==> src/io_queue_create_pkg.sv <==
package io_queue_create_pkg;

  // ----------------------------------------
  // sizes
  // ----------------------------------------
  localparam int unsigned QID_W = 16;
  localparam int unsigned QTAB_DEPTH = 64;
  localparam int unsigned QIDX_W = 6;
  localparam int unsigned CNT_W = 7;
  localparam int unsigned IRQ_W = 3;

  // ----------------------------------------
  // command kinds and fields
  // ----------------------------------------
  localparam logic KIND_SQ = 1'b0;
  localparam logic KIND_CQ = 1'b1;
  localparam int unsigned DW10_QSIZE_LSB = 16;
  localparam int unsigned DW10_QID_LSB = 0;
  localparam int unsigned DW11_CQID_LSB = 16;
  localparam int unsigned DW11_IV_LSB = 16;
  localparam int unsigned DW11_PRIO_LSB = 1;
  localparam int unsigned DW11_IEN_BIT = 1;
  localparam int unsigned DW11_PC_BIT = 0;
  localparam int unsigned PAGE_BASE_SHIFT = 12;

  // ----------------------------------------
  // completion status
  // ----------------------------------------
  localparam logic [2:0] SCT_GENERIC = 3'h0;
  localparam logic [2:0] SCT_CMD_SPECIFIC = 3'h1;
  localparam logic [7:0] SC_SUCCESS = 8'h00;
  localparam logic [7:0] SC_CQ_INVALID = 8'h00;
  localparam logic [7:0] SC_QID_INVALID = 8'h01;
  localparam logic [7:0] SC_QSIZE_EXCEEDED = 8'h02;
  localparam logic [7:0] SC_IV_INVALID = 8'h08;

  // ----------------------------------------
  // register map
  // ----------------------------------------
  localparam logic [7:0] REG_CTRL = 8'h00;
  localparam logic [7:0] REG_MAX_ENTRIES = 8'h04;
  localparam logic [7:0] REG_QUEUE_LIMIT = 8'h08;
  localparam logic [7:0] REG_VECTORS = 8'h0C;
  localparam logic [7:0] REG_ASQ_LO = 8'h10;
  localparam logic [7:0] REG_ASQ_HI = 8'h14;
  localparam logic [7:0] REG_IRQ_STAT = 8'h18;
  localparam logic [7:0] REG_IRQ_MASK = 8'h1C;
  localparam logic [7:0] REG_LAST_STATUS = 8'h20;
  localparam logic [7:0] REG_QUEUE_USE = 8'h24;

  localparam int unsigned CTRL_EN_BIT = 0;
  localparam int unsigned CTRL_WRR_BIT = 1;
  localparam int unsigned CTRL_SINGLE_BIT = 2;
  localparam int unsigned CTRL_MPS_LSB = 4;
  localparam logic [31:0] CTRL_RESET = 32'h0000_0000;
  localparam logic [15:0] MAX_ENTRIES_RESET = 16'h003F;
  localparam logic [15:0] QUEUE_LIMIT_RESET = 16'h0000;
  localparam logic [11:0] VECTORS_RESET = 12'h001;

  localparam int unsigned IRQ_DONE_BIT = 0;
  localparam int unsigned IRQ_ERR_BIT = 1;
  localparam int unsigned IRQ_ASQ_BIT = 2;

  // ----------------------------------------
  // sequencer
  // ----------------------------------------
  typedef enum logic [1:0] {
    ST_IDLE = 2'b00,
    ST_CHECK = 2'b01,
    ST_POST = 2'b11
  } state_e;

endpackage : io_queue_create_pkg

==> src/queue_id_table.sv <==
`timescale 1ns/100ps
module queue_id_table (
  input wire logic clk,
  input wire logic arst_n,
  input wire logic clearAll,
  input wire logic commit,
  input wire logic commitKind,
  input wire logic [io_queue_create_pkg::QIDX_W-1:0] commitIdx,
  input wire logic [io_queue_create_pkg::QIDX_W-1:0] sqLookup,
  input wire logic [io_queue_create_pkg::QIDX_W-1:0] cqLookup,
  output logic sqUsed,
  output logic cqUsed,
  output logic [io_queue_create_pkg::CNT_W-1:0] sqCount,
  output logic [io_queue_create_pkg::CNT_W-1:0] cqCount
);

  logic [io_queue_create_pkg::QTAB_DEPTH-1:0] sqMap_reg;
  logic [io_queue_create_pkg::QTAB_DEPTH-1:0] cqMap_reg;

  // ----------------------------------------
  // allocation bitmaps
  // ----------------------------------------
  genvar i;
  generate
    for (i = 0; i < io_queue_create_pkg::QTAB_DEPTH; i++) begin : gEntry
      always_ff @(posedge clk or negedge arst_n) begin
        if (!arst_n) begin
          sqMap_reg[i] <= 1'b0;
          cqMap_reg[i] <= 1'b0;
        end else if (clearAll) begin
          sqMap_reg[i] <= 1'b0;
          cqMap_reg[i] <= 1'b0;
        end else if (commit && int'(commitIdx) == i) begin
          if (commitKind == io_queue_create_pkg::KIND_SQ) begin
            sqMap_reg[i] <= 1'b1;
          end else begin
            cqMap_reg[i] <= 1'b1;
          end
        end
      end
    end
  endgenerate

  always_ff @(posedge clk or negedge arst_n) begin
    if (!arst_n) begin
      sqCount <= '0;
      cqCount <= '0;
    end else if (clearAll) begin
      sqCount <= '0;
      cqCount <= '0;
    end else if (commit) begin
      if (commitKind == io_queue_create_pkg::KIND_SQ) begin
        sqCount <= sqCount + 1'b1;
      end else begin
        cqCount <= cqCount + 1'b1;
      end
    end
  end

  assign sqUsed = sqMap_reg[sqLookup];
  assign cqUsed = cqMap_reg[cqLookup];

endmodule : queue_id_table

==> src/event_irq.sv <==
`timescale 1ns/100ps
module event_irq (
  input wire logic clk,
  input wire logic arst_n,
  input wire logic [io_queue_create_pkg::IRQ_W-1:0] events,
  input wire logic clearWr,
  input wire logic maskWr,
  input wire logic [io_queue_create_pkg::IRQ_W-1:0] wdata,
  output logic [io_queue_create_pkg::IRQ_W-1:0] status,
  output logic [io_queue_create_pkg::IRQ_W-1:0] mask,
  output logic irq
);

  // set wins over a write-one-to-clear in the same cycle
  always_ff @(posedge clk or negedge arst_n) begin
    if (!arst_n) begin
      status <= '0;
    end else begin
      status <= (status & ~(clearWr ? wdata : '0)) | events;
    end
  end

  always_ff @(posedge clk or negedge arst_n) begin
    if (!arst_n) begin
      mask <= '0;
    end else if (maskWr) begin
      mask <= wdata;
    end
  end

  assign irq = |(status & mask);

endmodule : event_irq

==> src/io_queue_create_validator.sv <==
// The placing of the registers and the address-and-strobe port were left to the implementer.
`timescale 1ns/100ps
// Contract
// post one completion status per creation command
// cq id in use or out of range: 1h
// cq size above max entries: 2h
// invalid cq interrupt vector: 8h
// admin sq comes from base register only
// host keeps page list fixed until deletion
// only first pointer, dword 10, 11 used
// pointer is base or list, page aligned
// host gives pointers with zero page offset
// entries equal queue size field plus one
// sq id selects tail doorbell, within limit
// dword 11 high half binds completion queue
// priority class used only under urgent wrr
// vector zero for single message, within count
// sq naming missing cq: status 0h
// sq size above max entries: 2h
// rejected commands leave queue state untouched
// all checks before commit, one status
module io_queue_create_validator (
  input wire logic clk,
  input wire logic arst_n,
  input wire logic [7:0] regAddr,
  input wire logic [31:0] regWdata,
  input wire logic regWr,
  input wire logic regRd,
  output logic [31:0] regRdata,
  input wire logic cmdValid,
  output logic cmdReady,
  input wire logic cmdKind,
  input wire logic [63:0] cmdPrp1,
  input wire logic [31:0] cmdDw10,
  input wire logic [31:0] cmdDw11,
  output logic cplValid,
  input wire logic cplReady,
  output logic [2:0] cplStatusType,
  output logic [7:0] cplStatusCode,
  output logic [15:0] cplQueueId,
  output logic createValid,
  output logic createKind,
  output logic [63:0] createBase,
  output logic createIsList,
  output logic [16:0] createEntries,
  output logic [15:0] createQueueId,
  output logic [15:0] createCqId,
  output logic [1:0] createPrio,
  output logic createPrioUsed,
  output logic [15:0] createVector,
  output logic createIntEn,
  output logic [63:0] adminSqBase,
  output logic adminSqLoad,
  output logic irq
);

  // ----------------------------------------
  // types and helpers
  // ----------------------------------------
  io_queue_create_pkg::state_e state_reg;
  io_queue_create_pkg::state_e state_next;

  function automatic logic [10:0] makeStatus(input logic [2:0] sct, input logic [7:0] sc);
    makeStatus = {sct, sc};
  endfunction : makeStatus

  // ----------------------------------------
  // registers
  // ----------------------------------------
  logic [31:0] ctrl_reg;
  logic [15:0] maxEntries_reg;
  logic [15:0] sqLimit_reg;
  logic [15:0] cqLimit_reg;
  logic [11:0] vectors_reg;
  logic [31:0] asqLo_reg;
  logic [10:0] lastStatus_reg;
  logic [15:0] lastQid_reg;
  logic kind_reg;
  logic [63:0] prp1_reg;
  logic [31:0] dw10_reg;
  logic [31:0] dw11_reg;
  logic [10:0] status_reg;
  logic [10:0] status_next;
  logic ctrlEn;
  logic wrrUrgent;
  logic singleMsg;
  logic [3:0] mps;
  logic [io_queue_create_pkg::IRQ_W-1:0] irqStatus;
  logic [io_queue_create_pkg::IRQ_W-1:0] irqMask;
  logic [io_queue_create_pkg::IRQ_W-1:0] irqEvents;
  logic [io_queue_create_pkg::CNT_W-1:0] sqCount;
  logic [io_queue_create_pkg::CNT_W-1:0] cqCount;
  logic sqUsed;
  logic cqUsed;
  logic commit;
  logic cmdTake;
  logic cplDone;
  logic wrAsqHi;

  assign ctrlEn = ctrl_reg[io_queue_create_pkg::CTRL_EN_BIT];
  assign wrrUrgent = ctrl_reg[io_queue_create_pkg::CTRL_WRR_BIT];
  assign singleMsg = ctrl_reg[io_queue_create_pkg::CTRL_SINGLE_BIT];
  assign mps = ctrl_reg[io_queue_create_pkg::CTRL_MPS_LSB +: 4];
  assign wrAsqHi = regWr && regAddr == io_queue_create_pkg::REG_ASQ_HI;

  always_ff @(posedge clk or negedge arst_n) begin
    if (!arst_n) begin
      ctrl_reg <= io_queue_create_pkg::CTRL_RESET;
      maxEntries_reg <= io_queue_create_pkg::MAX_ENTRIES_RESET;
      sqLimit_reg <= io_queue_create_pkg::QUEUE_LIMIT_RESET;
      cqLimit_reg <= io_queue_create_pkg::QUEUE_LIMIT_RESET;
      vectors_reg <= io_queue_create_pkg::VECTORS_RESET;
      asqLo_reg <= '0;
    end else if (regWr) begin
      unique case (regAddr)
        io_queue_create_pkg::REG_CTRL: ctrl_reg <= regWdata & 32'h0000_00F7;
        io_queue_create_pkg::REG_MAX_ENTRIES: maxEntries_reg <= regWdata[15:0];
        io_queue_create_pkg::REG_QUEUE_LIMIT: begin
          sqLimit_reg <= regWdata[15:0];
          cqLimit_reg <= regWdata[31:16];
        end
        io_queue_create_pkg::REG_VECTORS: vectors_reg <= regWdata[11:0];
        io_queue_create_pkg::REG_ASQ_LO: asqLo_reg <= regWdata;
        default: ;
      endcase
    end
  end

  // admin sq is loaded from the base register pair, never by a command
  always_ff @(posedge clk or negedge arst_n) begin
    if (!arst_n) begin
      adminSqBase <= '0;
      adminSqLoad <= 1'b0;
    end else begin
      adminSqLoad <= wrAsqHi;
      if (wrAsqHi) begin
        adminSqBase <= {regWdata, asqLo_reg};
      end
    end
  end

  always_ff @(posedge clk or negedge arst_n) begin
    if (!arst_n) begin
      regRdata <= '0;
    end else if (regRd) begin
      unique case (regAddr)
        io_queue_create_pkg::REG_CTRL: regRdata <= ctrl_reg;
        io_queue_create_pkg::REG_MAX_ENTRIES: regRdata <= {16'h0000, maxEntries_reg};
        io_queue_create_pkg::REG_QUEUE_LIMIT: regRdata <= {cqLimit_reg, sqLimit_reg};
        io_queue_create_pkg::REG_VECTORS: regRdata <= {20'h00000, vectors_reg};
        io_queue_create_pkg::REG_ASQ_LO: regRdata <= asqLo_reg;
        io_queue_create_pkg::REG_ASQ_HI: regRdata <= adminSqBase[63:32];
        io_queue_create_pkg::REG_IRQ_STAT: regRdata <= {29'h0, irqStatus};
        io_queue_create_pkg::REG_IRQ_MASK: regRdata <= {29'h0, irqMask};
        io_queue_create_pkg::REG_LAST_STATUS: regRdata <= {lastQid_reg, 5'h00, lastStatus_reg};
        io_queue_create_pkg::REG_QUEUE_USE: regRdata <= {9'h000, cqCount, 9'h000, sqCount};
        default: regRdata <= '0;
      endcase
    end else begin
      regRdata <= '0;
    end
  end

  // ----------------------------------------
  // command capture
  // ----------------------------------------
  assign cmdReady = state_reg == io_queue_create_pkg::ST_IDLE;
  assign cmdTake = cmdValid && cmdReady;
  assign cplDone = cplValid && cplReady;

  // only the kind, the pointer and dwords 10 and 11 are held; the rest is reserved
  always_ff @(posedge clk or negedge arst_n) begin
    if (!arst_n) begin
      kind_reg <= io_queue_create_pkg::KIND_SQ;
      prp1_reg <= '0;
      dw10_reg <= '0;
      dw11_reg <= '0;
    end else if (cmdTake) begin
      kind_reg <= cmdKind;
      prp1_reg <= cmdPrp1;
      dw10_reg <= cmdDw10;
      dw11_reg <= cmdDw11;
    end
  end

  // ----------------------------------------
  // field decode
  // ----------------------------------------
  logic [15:0] qSize;
  logic [15:0] qid;
  logic [15:0] cqBind;
  logic [15:0] vector;
  logic [15:0] idLimit;
  logic qidBad;
  logic sizeBad;
  logic cqBad;
  logic vectorBad;
  logic [63:0] pageMask;

  assign qSize = dw10_reg[io_queue_create_pkg::DW10_QSIZE_LSB +: 16];
  assign qid = dw10_reg[io_queue_create_pkg::DW10_QID_LSB +: 16];
  assign cqBind = dw11_reg[io_queue_create_pkg::DW11_CQID_LSB +: 16];
  assign vector = dw11_reg[io_queue_create_pkg::DW11_IV_LSB +: 16];
  assign idLimit = (kind_reg == io_queue_create_pkg::KIND_SQ) ? sqLimit_reg : cqLimit_reg;

  // id 0 is the admin queue, so a command may never claim it
  assign qidBad = qid == 16'h0000 || qid > idLimit ||
    qid >= 16'(io_queue_create_pkg::QTAB_DEPTH) ||
    ((kind_reg == io_queue_create_pkg::KIND_SQ) ? sqUsed : cqUsed);
  // both sides zero based, so compare fields directly
  assign sizeBad = qSize > maxEntries_reg;
  assign cqBad = cqBind == 16'h0000 || cqBind >= 16'(io_queue_create_pkg::QTAB_DEPTH) ||
    !cqUsed;
  assign vectorBad = (singleMsg && vector != 16'h0000) ||
    vector >= {4'h0, vectors_reg};

  // fixed order gives one status even when several checks fail
  always_comb begin
    status_next = makeStatus(io_queue_create_pkg::SCT_GENERIC, io_queue_create_pkg::SC_SUCCESS);
    if (qidBad) begin
      status_next = makeStatus(io_queue_create_pkg::SCT_CMD_SPECIFIC,
        io_queue_create_pkg::SC_QID_INVALID);
    end else if (sizeBad) begin
      status_next = makeStatus(io_queue_create_pkg::SCT_CMD_SPECIFIC,
        io_queue_create_pkg::SC_QSIZE_EXCEEDED);
    end else if (kind_reg == io_queue_create_pkg::KIND_SQ && cqBad) begin
      status_next = makeStatus(io_queue_create_pkg::SCT_CMD_SPECIFIC,
        io_queue_create_pkg::SC_CQ_INVALID);
    end else if (kind_reg == io_queue_create_pkg::KIND_CQ && vectorBad) begin
      status_next = makeStatus(io_queue_create_pkg::SCT_CMD_SPECIFIC,
        io_queue_create_pkg::SC_IV_INVALID);
    end
  end

  // ----------------------------------------
  // sequencer
  // ----------------------------------------
  always_comb begin
    state_next = state_reg;
    unique case (state_reg)
      io_queue_create_pkg::ST_IDLE: if (cmdTake) state_next = io_queue_create_pkg::ST_CHECK;
      io_queue_create_pkg::ST_CHECK: state_next = io_queue_create_pkg::ST_POST;
      io_queue_create_pkg::ST_POST: if (cplDone) state_next = io_queue_create_pkg::ST_IDLE;
      default: state_next = io_queue_create_pkg::ST_IDLE;
    endcase
  end

  always_ff @(posedge clk or negedge arst_n) begin
    if (!arst_n) begin
      state_reg <= io_queue_create_pkg::ST_IDLE;
    end else begin
      state_reg <= state_next;
    end
  end

  assign commit = state_reg == io_queue_create_pkg::ST_CHECK &&
    status_next[7:0] == io_queue_create_pkg::SC_SUCCESS &&
    status_next[10:8] == io_queue_create_pkg::SCT_GENERIC;

  queue_id_table uTable (
    .clk(clk),
    .arst_n(arst_n),
    .clearAll(!ctrlEn),
    .commit(commit),
    .commitKind(kind_reg),
    .commitIdx(qid[io_queue_create_pkg::QIDX_W-1:0]),
    .sqLookup(qid[io_queue_create_pkg::QIDX_W-1:0]),
    .cqLookup((kind_reg == io_queue_create_pkg::KIND_SQ) ?
      cqBind[io_queue_create_pkg::QIDX_W-1:0] : qid[io_queue_create_pkg::QIDX_W-1:0]),
    .sqUsed(sqUsed),
    .cqUsed(cqUsed),
    .sqCount(sqCount),
    .cqCount(cqCount)
  );

  // ----------------------------------------
  // completion posting
  // ----------------------------------------
  always_ff @(posedge clk or negedge arst_n) begin
    if (!arst_n) begin
      status_reg <= '0;
      cplValid <= 1'b0;
      lastStatus_reg <= '0;
      lastQid_reg <= '0;
    end else if (state_reg == io_queue_create_pkg::ST_CHECK) begin
      status_reg <= status_next;
      cplValid <= 1'b1;
      lastStatus_reg <= status_next;
      lastQid_reg <= qid;
    end else if (cplDone) begin
      cplValid <= 1'b0;
    end
  end

  assign cplStatusType = status_reg[10:8];
  assign cplStatusCode = status_reg[7:0];
  assign cplQueueId = lastQid_reg;

  // ----------------------------------------
  // queue creation output
  // ----------------------------------------
  assign pageMask = (64'h1 << (io_queue_create_pkg::PAGE_BASE_SHIFT + mps)) - 64'h1;

  always_ff @(posedge clk or negedge arst_n) begin
    if (!arst_n) begin
      createValid <= 1'b0;
      createKind <= io_queue_create_pkg::KIND_SQ;
      createBase <= '0;
      createIsList <= 1'b0;
      createEntries <= '0;
      createQueueId <= '0;
      createCqId <= '0;
      createPrio <= '0;
      createPrioUsed <= 1'b0;
      createVector <= '0;
      createIntEn <= 1'b0;
    end else begin
      createValid <= commit;
      if (commit) begin
        createKind <= kind_reg;
        // offset bits dropped; host keeps them zero and the list stable
        createBase <= prp1_reg & ~pageMask;
        createIsList <= !dw11_reg[io_queue_create_pkg::DW11_PC_BIT];
        createEntries <= {1'b0, qSize} + 17'h00001;
        createQueueId <= qid;
        createCqId <= (kind_reg == io_queue_create_pkg::KIND_SQ) ? cqBind : 16'h0000;
        createPrio <= dw11_reg[io_queue_create_pkg::DW11_PRIO_LSB +: 2];
        createPrioUsed <= wrrUrgent && kind_reg == io_queue_create_pkg::KIND_SQ;
        createVector <= (kind_reg == io_queue_create_pkg::KIND_CQ) ? vector : 16'h0000;
        createIntEn <= kind_reg == io_queue_create_pkg::KIND_CQ &&
          dw11_reg[io_queue_create_pkg::DW11_IEN_BIT];
      end
    end
  end

  // ----------------------------------------
  // interrupts
  // ----------------------------------------
  assign irqEvents[io_queue_create_pkg::IRQ_DONE_BIT] = commit;
  assign irqEvents[io_queue_create_pkg::IRQ_ERR_BIT] =
    state_reg == io_queue_create_pkg::ST_CHECK && !commit;
  assign irqEvents[io_queue_create_pkg::IRQ_ASQ_BIT] = wrAsqHi;

  event_irq uIrq (
    .clk(clk),
    .arst_n(arst_n),
    .events(irqEvents),
    .clearWr(regWr && regAddr == io_queue_create_pkg::REG_IRQ_STAT),
    .maskWr(regWr && regAddr == io_queue_create_pkg::REG_IRQ_MASK),
    .wdata(regWdata[io_queue_create_pkg::IRQ_W-1:0]),
    .status(irqStatus),
    .mask(irqMask),
    .irq(irq)
  );

endmodule : io_queue_create_validator

==> config.mk <==
export PLATFORM = sky130hd
export DESIGN_NAME = io_queue_create_validator
export DESIGN_NICKNAME = d
export VERILOG_FILES = /design/src/io_queue_create_pkg.sv /design/src/queue_id_table.sv /design/src/event_irq.sv /design/src/io_queue_create_validator.sv
export SDC_FILE = /design/constraint.sdc
export NUM_CORES = 1
export LEC_CHECK = 0
export BUFFER_PORTS_ARGS = -buffer_cell sky130_fd_sc_hd__buf_2
export CORE_MARGIN = 1
export CORE_UTILIZATION = 45
export DETAILED_ROUTE_END_ITERATION = 10
export GPL_ROUTABILITY_DRIVEN = 0
export GPL_TIMING_DRIVEN = 1
export HOLD_SLACK_MARGIN = 0.08
export PLACE_DENSITY = 0.65
export SLEW_MARGIN = 20
export SYNTH_ARGS = -nofsm -noshare
export SYNTH_HDL_FRONTEND = slang
export SYNTH_SLANG_ARGS = --single-unit
export TNS_END_PERCENT = 10
==> constraint.sdc <==
create_clock -name clk -period 12.38 [get_ports clk]
set_input_delay 1.238 -clock clk [delete_from_list [all_inputs] [get_ports clk]]
set_output_delay 1.238 -clock clk [all_outputs]
set_load 0.02 [all_outputs]
### Yosys cells after proc, flatten, opt, wreduce, memory -nomap -nowiden

Cells that the tools add are included.

* register bits: 639
* memories kept: 0
* bits in read-only memories: 0
* output and inout bits: 263
* latch bits: 0
* RAM bits: 0
* logic and storage cells: 840
* input port bits: 175

* add/subtract/negate cells: 5
* multipliers: 0
* order comparisons: 7
* reduce and logical (&&, ||, !) cells: 232
* shift-type cells: 1
* bitwise gates (word level): 7
* div/mod/pow operators: 0
* mux-type cells: 285
* equality and inequality tests: 143

Operators by type and width (count)
* 32-bit case mux with 10 select lines: 1
* 2-bit AND reduction: 136
* 1-bit 2-to-1 mux: 263
* 6-bit == test, second input constant: 32
* 2-bit by 1-bit != test with 1-bit output, second input constant: 67
* 6-bit by 5-bit == test with 1-bit output, second input constant: 16
* 1-bit logical AND: 77
* 64-bit bitwise AND: 1
* 64-bit NOT: 1
* 1-bit by 5-bit left shift with 64-bit output, first input constant: 1
* 64-bit by 1-bit subtractor with 64-bit output, second input constant: 1
* 6-bit by 4-bit == test with 1-bit output, second input constant: 8
* 16-bit 2-to-1 mux: 3
* 7-bit 2-to-1 mux: 6
* 9-bit 2-to-1 mux: 4
* 8-bit by 5-bit == test with 1-bit output, second input constant: 4
* 16-bit by 7-bit >= comparator with 1-bit output, second input constant: 2
* 16-bit > comparator: 2
* 16-bit zero test: 2
* 32-bit 2-to-1 mux: 1
* 6-bit by 3-bit == test with 1-bit output, second input constant: 4
* 16-bit by 1-bit adder with 17-bit output, second input constant: 1
* 8-bit by 4-bit == test with 1-bit output, second input constant: 2
* 8-bit by 6-bit == test with 1-bit output, second input constant: 2
* 28 further kinds: 43

### Logic depth before layout (Yosys ltp)

Gate-level depths: netlist of run 1.

* depth in word-level cells: 15
* gate-level depth with buffers: 18
* mapped depth without buffers: 12

### Modules after synthesis

From an unflattened synthesis of run 1, not the netlist that was laid out.

* cells, all modules: 2270
* area, all modules: 27553.9 um2

By module, submodules not included
* io_queue_create_validator: times used 1, area each 20757.4 um2, sequential area each 11795.1 um2, cells each 1647
* queue_id_table: times used 1, area each 6565.0 um2, sequential area each 3553.4 um2, cells each 606
* event_irq: times used 1, area each 231.5 um2, sequential area each 150.1 um2, cells each 17

### Least setup slack after synthesis of run 1

Ideal clock, no wire load.

* path type: reg2reg
* from: register kind_reg
* to: register uTable.cqMap_reg[55] (netlist bit)
* setup time: 76 ps
* setup slack: 8065 ps
* period minus slack after synthesis: 4315 ps
* stages on the path, launching flop included: 17
* required time: 12304 ps
* data arrival time: 4239 ps
* buffers on the path: 6
* cells stage by stage: dfrtp_1 -> buf_4 -> clkbuf_1 -> buf_2 -> buf_1 -> clkbuf_1 -> mux2i_1 -> ha_1 -> a211oi_1 -> nor2_1 -> o31ai_1 -> nor2_1 -> nor3b_1 -> nand4_2 -> a2111o_1 -> buf_6 -> o21ai_1

* cells in the longest elaborated chain, start to end: 15
* elaborated cells on any way between the ends: 26
* those cells by class: order compare: 1; eq/ne: 2; mux: 9; bitwise: 1; reduce/logical: 13

Ends and longest elaborated chain
* start, declared: line io_queue_create_validator.sv:78 `logic kind_reg;`
* start signal, assigned: line io_queue_create_validator.sv:174 `kind_reg <= io_queue_create_pkg::KIND_SQ;`
* start signal, assigned: line io_queue_create_validator.sv:179 `kind_reg <= cmdKind;`
* 6-bit 2-to-1 mux: line io_queue_create_validator.sv:268 `.cqLookup((kind_reg == io_queue_create_pkg::KIND_SQ) ?`
* 1-bit binary-select mux with 6-bit select: line queue_id_table.sv:61 `assign cqUsed = cqMap_reg[cqLookup];`
* 1-bit 2-to-1 mux (implied by the code): line queue_id_table.sv:61
* 1-bit zero test: line io_queue_create_validator.sv:213 `!cqUsed;`
* 1-bit logical OR: line io_queue_create_validator.sv:212 `assign cqBad = cqBind == 16'h0000 || cqBind >= 16'(io_queue_create_pkg::QTAB_DEPTH) ||`
* 1-bit logical AND: line io_queue_create_validator.sv:226 `end else if (kind_reg == io_queue_create_pkg::KIND_SQ && cqBad) begin`
* 9-bit 2-to-1 mux: line io_queue_create_validator.sv:226
* 9-bit 2-to-1 mux: line io_queue_create_validator.sv:223 `end else if (sizeBad) begin`
* 9-bit 2-to-1 mux: line io_queue_create_validator.sv:220 `if (qidBad) begin`
* 8-bit zero test: line io_queue_create_validator.sv:257 `status_next[7:0] == io_queue_create_pkg::SC_SUCCESS &&`
* 1-bit logical AND: line io_queue_create_validator.sv:256 `assign commit = state_reg == io_queue_create_pkg::ST_CHECK &&`
* 1-bit logical AND: line io_queue_create_validator.sv:257
* 1-bit logical AND: line queue_id_table.sv:33 `end else if (commit && int'(commitIdx) == i) begin`
* 2-bit by 1-bit != test with 1-bit output (no source line)
* 2-bit AND reduction (no source line) *
* end signal, assigned by index: line queue_id_table.sv:29 `cqMap_reg[i] <= 1'b0;`
* end signal, assigned by index: line queue_id_table.sv:32 `cqMap_reg[i] <= 1'b0;`
* end signal, assigned by index: line queue_id_table.sv:37 `cqMap_reg[i] <= 1'b1;`
* end, declared: line queue_id_table.sv:18 `logic [io_queue_create_pkg::QTAB_DEPTH-1:0] cqMap_reg;`

Every way passes the cells marked *; elsewhere a longest branch is shown, timed or not. The select of a mux whose other input is x is not followed.
A chain may end at the register's enable or synchronous reset.

### Worst setup path after layout of run 1

* from: register kind_reg
* to: register createBase[27]

* cells in the longest elaborated chain, start to end: 12
* elaborated cells on any way between the ends: 22
* those cells by class: order compare: 1; mux: 9; bitwise: 1; reduce/logical: 11

Ends and longest elaborated chain
* 6-bit 2-to-1 mux: line io_queue_create_validator.sv:268
* 1-bit binary-select mux with 6-bit select: line queue_id_table.sv:61
* 1-bit 2-to-1 mux (implied by the code): line queue_id_table.sv:61
* 1-bit zero test: line io_queue_create_validator.sv:213
* 1-bit logical OR: line io_queue_create_validator.sv:212
* 1-bit logical AND: line io_queue_create_validator.sv:226
* 9-bit 2-to-1 mux: line io_queue_create_validator.sv:226
* 9-bit 2-to-1 mux: line io_queue_create_validator.sv:223
* 9-bit 2-to-1 mux *: line io_queue_create_validator.sv:220
* 8-bit zero test: line io_queue_create_validator.sv:257
* 1-bit logical AND: line io_queue_create_validator.sv:256
* 1-bit logical AND *: line io_queue_create_validator.sv:257
* end signal, assigned: line io_queue_create_validator.sv:322 `createBase <= prp1_reg & ~pageMask;`
* end, declared: line io_queue_create_validator.sv:43 `output logic [63:0] createBase,`

Marked as above.

==> impl_metrics.csv, run 1 <==
group,metric,value,unit
run_status,outcome,"finished clean",
yosys,synth_edf_count,0,
grt,first_global_vias,22710,
detailed_routing,vias,22370,
floorplanning,start_util,0.4584,
clock_network,ctsResizeCount,0,
yosys,synth_seq_cells,619,
clock_network,numCtsBuffers,70,
sta,max_slew_margin,0.2418,
clock_network,clockRootBuffer,"clkbuf_16",
power,p_int,4.179,mW
setup_path,end_kind,"flip-flop",
detailed_routing,avgViaCountPerCell,5.732,
power,p_comb_frac,0.293,
sta,fin_setup_tns,0,ps
yosys,synthArstFlopShare,1.000,
finish,fin_util,0.5386,
sta,fin_crit,6174,ps
setup_path,timing.critical_path.from_type,"flip-flop",
floorplanning,coreArea,63540,µm²
placed_design,post-place-ws,6243,ps
finish,area_growth,17.49,%
detailed_routing,top_layer,"met5",
min_path,hold_class,"flip-flop to flip-flop",
setup_path,crit_type,"flip-flop to flip-flop",
sta,slew_viol_final,0,
detailed_routing,post-route-drc-count,0,
finish,nets,3225,
clock_network,clock_latency,620,ps
yosys,avgSynthCellArea,11.03,µm²
setup_path,worstPathArrival,6660,ps
floorplanning,io_pins,438,
yosys,netlist_area,29130,µm²
yosys,ys_seq_area_frac,0.5321,
grt,grt_overflow_total,0,
setup_path,critPathLaunch,"kind_reg$_DFFE_PN0P_",
detailed_routing,drtAntennaViolNets,0,
sta,rsz0062_at_grt,"no",
floorplanning,fp-row-count,92,
setup_path,critPathRequiredTime,12870,ps
sta,hold_violations,0,
min_path,hold_depth,2,
placed_design,hpwl,59030,µm
clock_network,cts_tree,"done",
yosys,synth_area_leaders,"dfrtp_1 (53%), mux2_2 (11%), nand2_1 (3.1%)",
sta,max_freq,0.1620,GHz
sta,setup_viol,0,
power,p_seq_frac,0.391,
min_path,hold_path_startpoint,"uTable.cqMap_reg[41]$_DFFE_PN0P_",
clock_network,clk_pin_slew_worst_paths,60,ps
grt,grt_pass1_wl,134700,µm
detailed_routing,wl_met1,36150,µm
yosys,synth_cells,2641,
detailed_routing,drt-total-wl,86100,µm
detailed_routing,wl_per_cell,22.06,µm
detailed_routing,dr.first_iter.drc_count,2036,
sta,tightest_slew,1136,ps
power,ir_worst_vdd,0.1657,mV
finish,fillers,5628,
clock_network,post-cts-setup-buffers,0,
detailed_routing,dr.pass1.iters,9,
power,switching_share,0.3631,
job,timing.max_cap.violations,0,
yosys,yosysWarnings,0,
clock_network,holdBufCountCts,0,
grt,grt_max_degree,175,
power,p_leak,16.24,nW
yosys,synth_largest_area_cell,"dfrtp_1",
setup_path,crit_path_max_fanout,69,
sta,fin_crit_sh,0.4987,
detailed_routing,dr_wl_met2,40380,µm
floorplanning,die_area,65750,µm²
power,power,6.562,mW
detailed_routing,route.met3.wl,7043,µm
yosys,synth_cell_types,76,
sta,clock_skew,19.88,ps
grt,antenna_found_initial,8,
floorplanning,die_h,256.4,µm
clock_network,htreeDepth,3,
setup_path,rr_startpoint,"kind_reg$_DFFE_PN0P_",
placed_design,io_buffers,417,
clock_network,clk_path_buf_depth,3,
floorplanning,die_w,256.4,µm
yosys,yosys.area.top_type_share,0.5258,
power,p_clk_frac,0.316,
sta,holdWs,479.3,ps
grt,grt_usage,0.2609,
setup_path,rr_worst_depth,11,
yosys,synth_ff_type,"dfrtp_1",
power,power_switching,2.383,mW
sta,worst_slack,6206,ps
clock_network,clkSinkCount,619,
finish,layout-drive-gt1-share,0.2909,
power,p_per_area,191.8,nW/µm²
power by group through the flow:
stage	sequential (mW)	combinational (mW)	clock, mW
6_report	2.57	1.92	2.07
5_1_grt	2.60	2.09	2.18
4_1_cts	2.56	1.91	2.10
3_5_place_dp	2.60	1.90	0
3_3_place_gp	2.58	1.85	0
2_1_floorplan	2.49	1.35	0
critical path, cell delays in order (launching register included):
cell and delay (ps):
dfrtp_2 650, buf_4 620, and2_1 720, o21ai_0 180
a22o_1 240, and3_1 150, or4_1 580, nand4_2 360
mux2i_4 600, buf_4 640, buf_4 790, mux2_1 400
metal layers:
layer,vias up,GRT usage
met5,-,0
met4,6,0.09061
met3,159,0.06416
met2,918,0.4100
met1,11210,0.3521
li1,10080,-
cell usage in the layout, fill, tap and decap left out, drive strengths merged, types with 12 or more instances in the layout:
master / count
a21oi: 128
a221oi: 12
a222oi: 13
a22o: 12
a22oi: 88
a2bb2oi: 13
a31oi: 14
and2: 29
and3: 17
buf: 456
clkbuf: 107
clkinv: 13
dfrtp: 612
ha: 56
inv: 148
mux2: 343
mux2i: 72
nand2: 242
nand2b: 77
nand3: 110
nand4: 39
nor2: 123
nor2b: 14
nor3: 24
o211ai: 15
o21ai: 99
o22ai: 14
o2bb2ai: 13
o41ai: 16
through the flow:
step                cell area [µm²]  instances
floorplan                     29150       2647
global placement              31880       3766
detailed placement            31900       3768
CTS                           34190       3895
global route                  34220       3900
finish                        34220       3902
path summary, 6_finish.rpt:
path	slack, ps	endpoint
worst max-delay path	6210	createBase[27]$_DFFE_PN0P_
worst min-delay path	480	uTable.cqMap_reg[41]$_DFFE_PN0P_
worst max register to register	6210	createBase[27]$_DFFE_PN0P_
worst min register to register	480	uTable.cqMap_reg[41]$_DFFE_PN0P_
max in group asynchronous	9590	prp1_reg[34]$_DFFE_PN0P_
min in group asynchronous	700	adminSqBase[18]$_DFFE_PN0P_
synth_stat cells (14+ instances only):
library cell,count
dfrtp_1,612
mux2_2,277
nand2_1,242
inv_1,142
a21oi_1,128
clkbuf_1,126
nor2_1,122
nand3_1,110
a22oi_1,88
o21ai_0,87
nand2b_1,77
mux2i_1,71
mux2_1,66
ha_1,56
nand4_1,37
and2_1,29
buf_2,26
nor3_1,23
and3_1,17
buf_1,16
o41ai_1,16
o211ai_1,15
a31oi_1,14
nor2b_1,14
o22ai_1,14
kinds of logic after synthesis:
| kind of cell | share of synthesized area |
|---|---|
| AND/OR/NAND/NOR | 0.1168 |
| flip-flops | 0.5321 |
| AO/OA/AOI/OAI | 0.1140 |
| multiplexers | 0.1624 |
| buffers and inverters | 0.04506 |
| adder cells (fa/ha/maj) | 0.02406 |
| XOR/XNOR | 0.005413 |
| other | 0.0001287 |
area by class of cell:
| cell class | count | area (µm²) | share of cell area |
|---|---|---|---|
| inverter | 144 | 540.5 | 0.01579 |
| clock inverter | 20 | 219.0 | 0.006398 |
| antenna | 7 | 17.52 | 0.0005119 |
| sequential | 619 | 15500 | 0.4530 |
| multi-input combinational | 1703 | 12380 | 0.3618 |
| clock buffer | 107 | 2072 | 0.06055 |
| timing repair buffer | 456 | 2430 | 0.07100 |
| tap | 846 | 1059 | 0.03093 |
(Power assumes the default switching activity.)
==> run 2: changes to the inputs <==
- clock period: 12.38 -> 6.06 ns (I/O delays scaled with it)
==> run 2 against run 1 <==
Compared with the run above:
- register-to-register slack worse by 5100 ps
- global-route usage up 0.090 points
- combinational power up 110%
- clock-buffer cell count down 14
- via count up 0.32%
- routed wire length up 1.2%
- core utilization up 0.49 points
==> impl_metrics.csv, run 2 (synthesis results as in run 1) <==
group,metric,value,unit
finish,fillers,5570,
grt,grt_max_degree,174,
floorplanning,die_h,256.4,µm
setup_path,r2r-end,"uTable.cqMap_reg[12]$_DFFE_PN0P_",
job,timing.max_cap.violations,0,
sta,rsz0062_at_grt,"no",
setup_path,rr_worst_depth,12,
clock_network,clk_pin_slew_worst_paths,60,ps
min_path,hold_class,"input port to flip-flop",
sta,clock_skew,32.29,ps
detailed_routing,dr.pass1.iters,6,
detailed_routing,drt-total-wl,87130,µm
setup_path,slowest_delay,950,ps
grt,antenna_found_initial,10,
sta,tightest_slew,1157,ps
clock_network,clock_latency,620,ps
clock_network,cts_tree,"done",
sta,slew_viol_final,0,
finish,regArea,15500,µm²
finish,multi_input_area,12390,µm²
min_path,hold_end,"dw10_reg[0]$_DFFE_PN0P_",
clock_network,post-cts-setup-buffers,0,
power,ir_worst_vdd,0.3985,mV
setup_path,critical_path.top_delay_family,"compound AO/OA/AOI/OAI gates",
floorplanning,io_pins,438,
clock_network,clk_path_buf_depth,3,
setup_path,end_kind,"flip-flop",
floorplanning,start_util,0.4584,
placed_design,hpwl,59950,µm
detailed_routing,post-route-drc-count,0,
clock_network,clkSinkCount,619,
sta,fin_crit_sh,0.8200,
setup_path,rrSetupSlack,1090,ps
finish,most-common-layout-cells,"dfrtp_1 (609), buf_2 (416), mux2_2 (277), nand2_1 (241), inv_1 (142)",
sta,max_freq,0.2012,GHz
detailed_routing,drtAntennaViolNets,0,
finish,layout-drive-gt1-share,0.2970,
finish,nets,3232,
floorplanning,fp-row-count,92,
finish,area_growth,18.57,%
run_status,outcome,"finished clean",
grt,first_global_vias,22700,
sta,max_slew_margin,0.2277,
setup_path,crit_type,"flip-flop to flip-flop",
sta,hold_violations,0,
placed_design,io_buffers,417,
sta,fin_crit,4969,ps
floorplanning,die_w,256.4,µm
sta,setup_viol,0,
detailed_routing,vias,22440,
floorplanning,coreArea,63540,µm²
detailed_routing,wl_per_cell,22.30,µm
clock_network,numCtsBuffers,67,
floorplanning,die_area,65750,µm²
grt,grt_overflow_total,0,
min_path,hold_depth,3,
setup_path,worstPathArrival,5440,ps
min_path,hold_path_startpoint,"cmdDw10[0]",
power,p_leak,16.39,nW
detailed_routing,avgViaCountPerCell,5.743,
setup_path,timing.critical_path.from_type,"flip-flop",
clock_network,clockRootBuffer,"clkbuf_16",
setup_path,critPathRequiredTime,6530,ps
sta,fin_setup_tns,0,ps
setup_path,crit_path_top_delay_cell,"dfrtp_2",
finish,final_common_cell,"dfrtp_1",
grt,grt_usage,0.2618,
detailed_routing,dr.first_iter.drc_count,2075,
power,power,13.77,mW
setup_path,worst_path_most_repeated_cell,"a211oi_1",
clock_network,htreeDepth,3,
grt,grt_pass1_wl,134700,µm
setup_path,rr_startpoint,"kind_reg$_DFFE_PN0P_",
setup_path,cp_cell_sequence,"buf_4 > mux2i_1 > ha_1 > a211oi_1 > nor2_1 > a211oi_1 > a21oi_1 > nor3b_1 > and4_1 > o21ai_4 > buf_16 > o41ai_1",
setup_path,crit_path_max_fanout,42,
setup_path,cp_num_buf_inv,2,
power,p_per_area,398.6,nW/µm²
run 2: cell type report:
cell class,count,share of cell area
diodes,7,0.0005072
multi-input cells,1703,0.3587
flip-flops and latches,619,0.4489
well taps,846,0.03065
inverters,144,0.01565
repair buffers,466,0.07420
clock inverters,29,0.01293
clock buffers,93,0.05844
run 2: timing repair:
item | in CTS | in global routing
endpoints found under the hold margin | 56 | 0
hold buffers | 1 | 0
gates resized for setup | 0 | 0
run 2: per-layer routing:
| metal | global-route usage | wire length [µm] | up-vias |
|---|---|---|---|
| li1 | - | - | 10090 |
| met1 | 0.3527 | 36740 | 11200 |
| met2 | 0.4066 | 39860 | 963 |
| met3 | 0.06752 | 7399 | 180 |
| met4 | 0.09772 | 3073 | 8 |
| met5 | 0 | 52 | - |
run 2: tightest hold or removal path, stage by stage:
cell and delay, ps:
buf_2 70, nand2_1 40, o21ai_0 50
run 2: report_power, final:
| group | leakage [nW] | internal, mW | switching [mW] |
|---|---|---|---|
| combinational | 6.95 | 1.47 | 2.53 |
| clock | 1.21 | 2.77 | 1.74 |
| sequential | 8.24 | 4.64 | 0.619 |
| total | 16.4 | 8.87 | 4.89 |
run 2: worst max path at each step:
stage | from | to | cells after the start
2_1_floorplan | kind_reg$_DFFE_PN0P_ | uTable.cqMap_reg[55]$_DFFE_PN0P_ | 16
6_report | kind_reg$_DFFE_PN0P_ | uTable.cqMap_reg[12]$_DFFE_PN0P_ | 12
4_1_cts | kind_reg$_DFFE_PN0P_ | uTable.cqMap_reg[12]$_DFFE_PN0P_ | 11
3_5_place_dp | kind_reg$_DFFE_PN0P_ | uTable.cqMap_reg[14]$_DFFE_PN0P_ | 11
5_1_grt | kind_reg$_DFFE_PN0P_ | uTable.cqMap_reg[12]$_DFFE_PN0P_ | 12
3_3_place_gp | kind_reg$_DFFE_PN0P_ | uTable.cqMap_reg[12]$_DFFE_PN0P_ | 11
run 2: stage by stage:
stage | worst slack (ps) | std cells | hold WS [ps] | util | instance area (µm²)
final | 1091 | 3907 | 187.0 | 0.5435 | 34530
after global routing | 923.3 | 3905 | 207.6 | 0.5434 | 34530
after CTS | 1173 | 3899 | 165.9 | 0.5427 | 34480
after detailed placement | 1274 | 3776 | 459.6 | 0.5037 | 32010
after global placement | 1365 | 3776 | 450.7 | 0.5037 | 32010
after floorplan | 1745 | 2647 | 310.4 | - | 29150
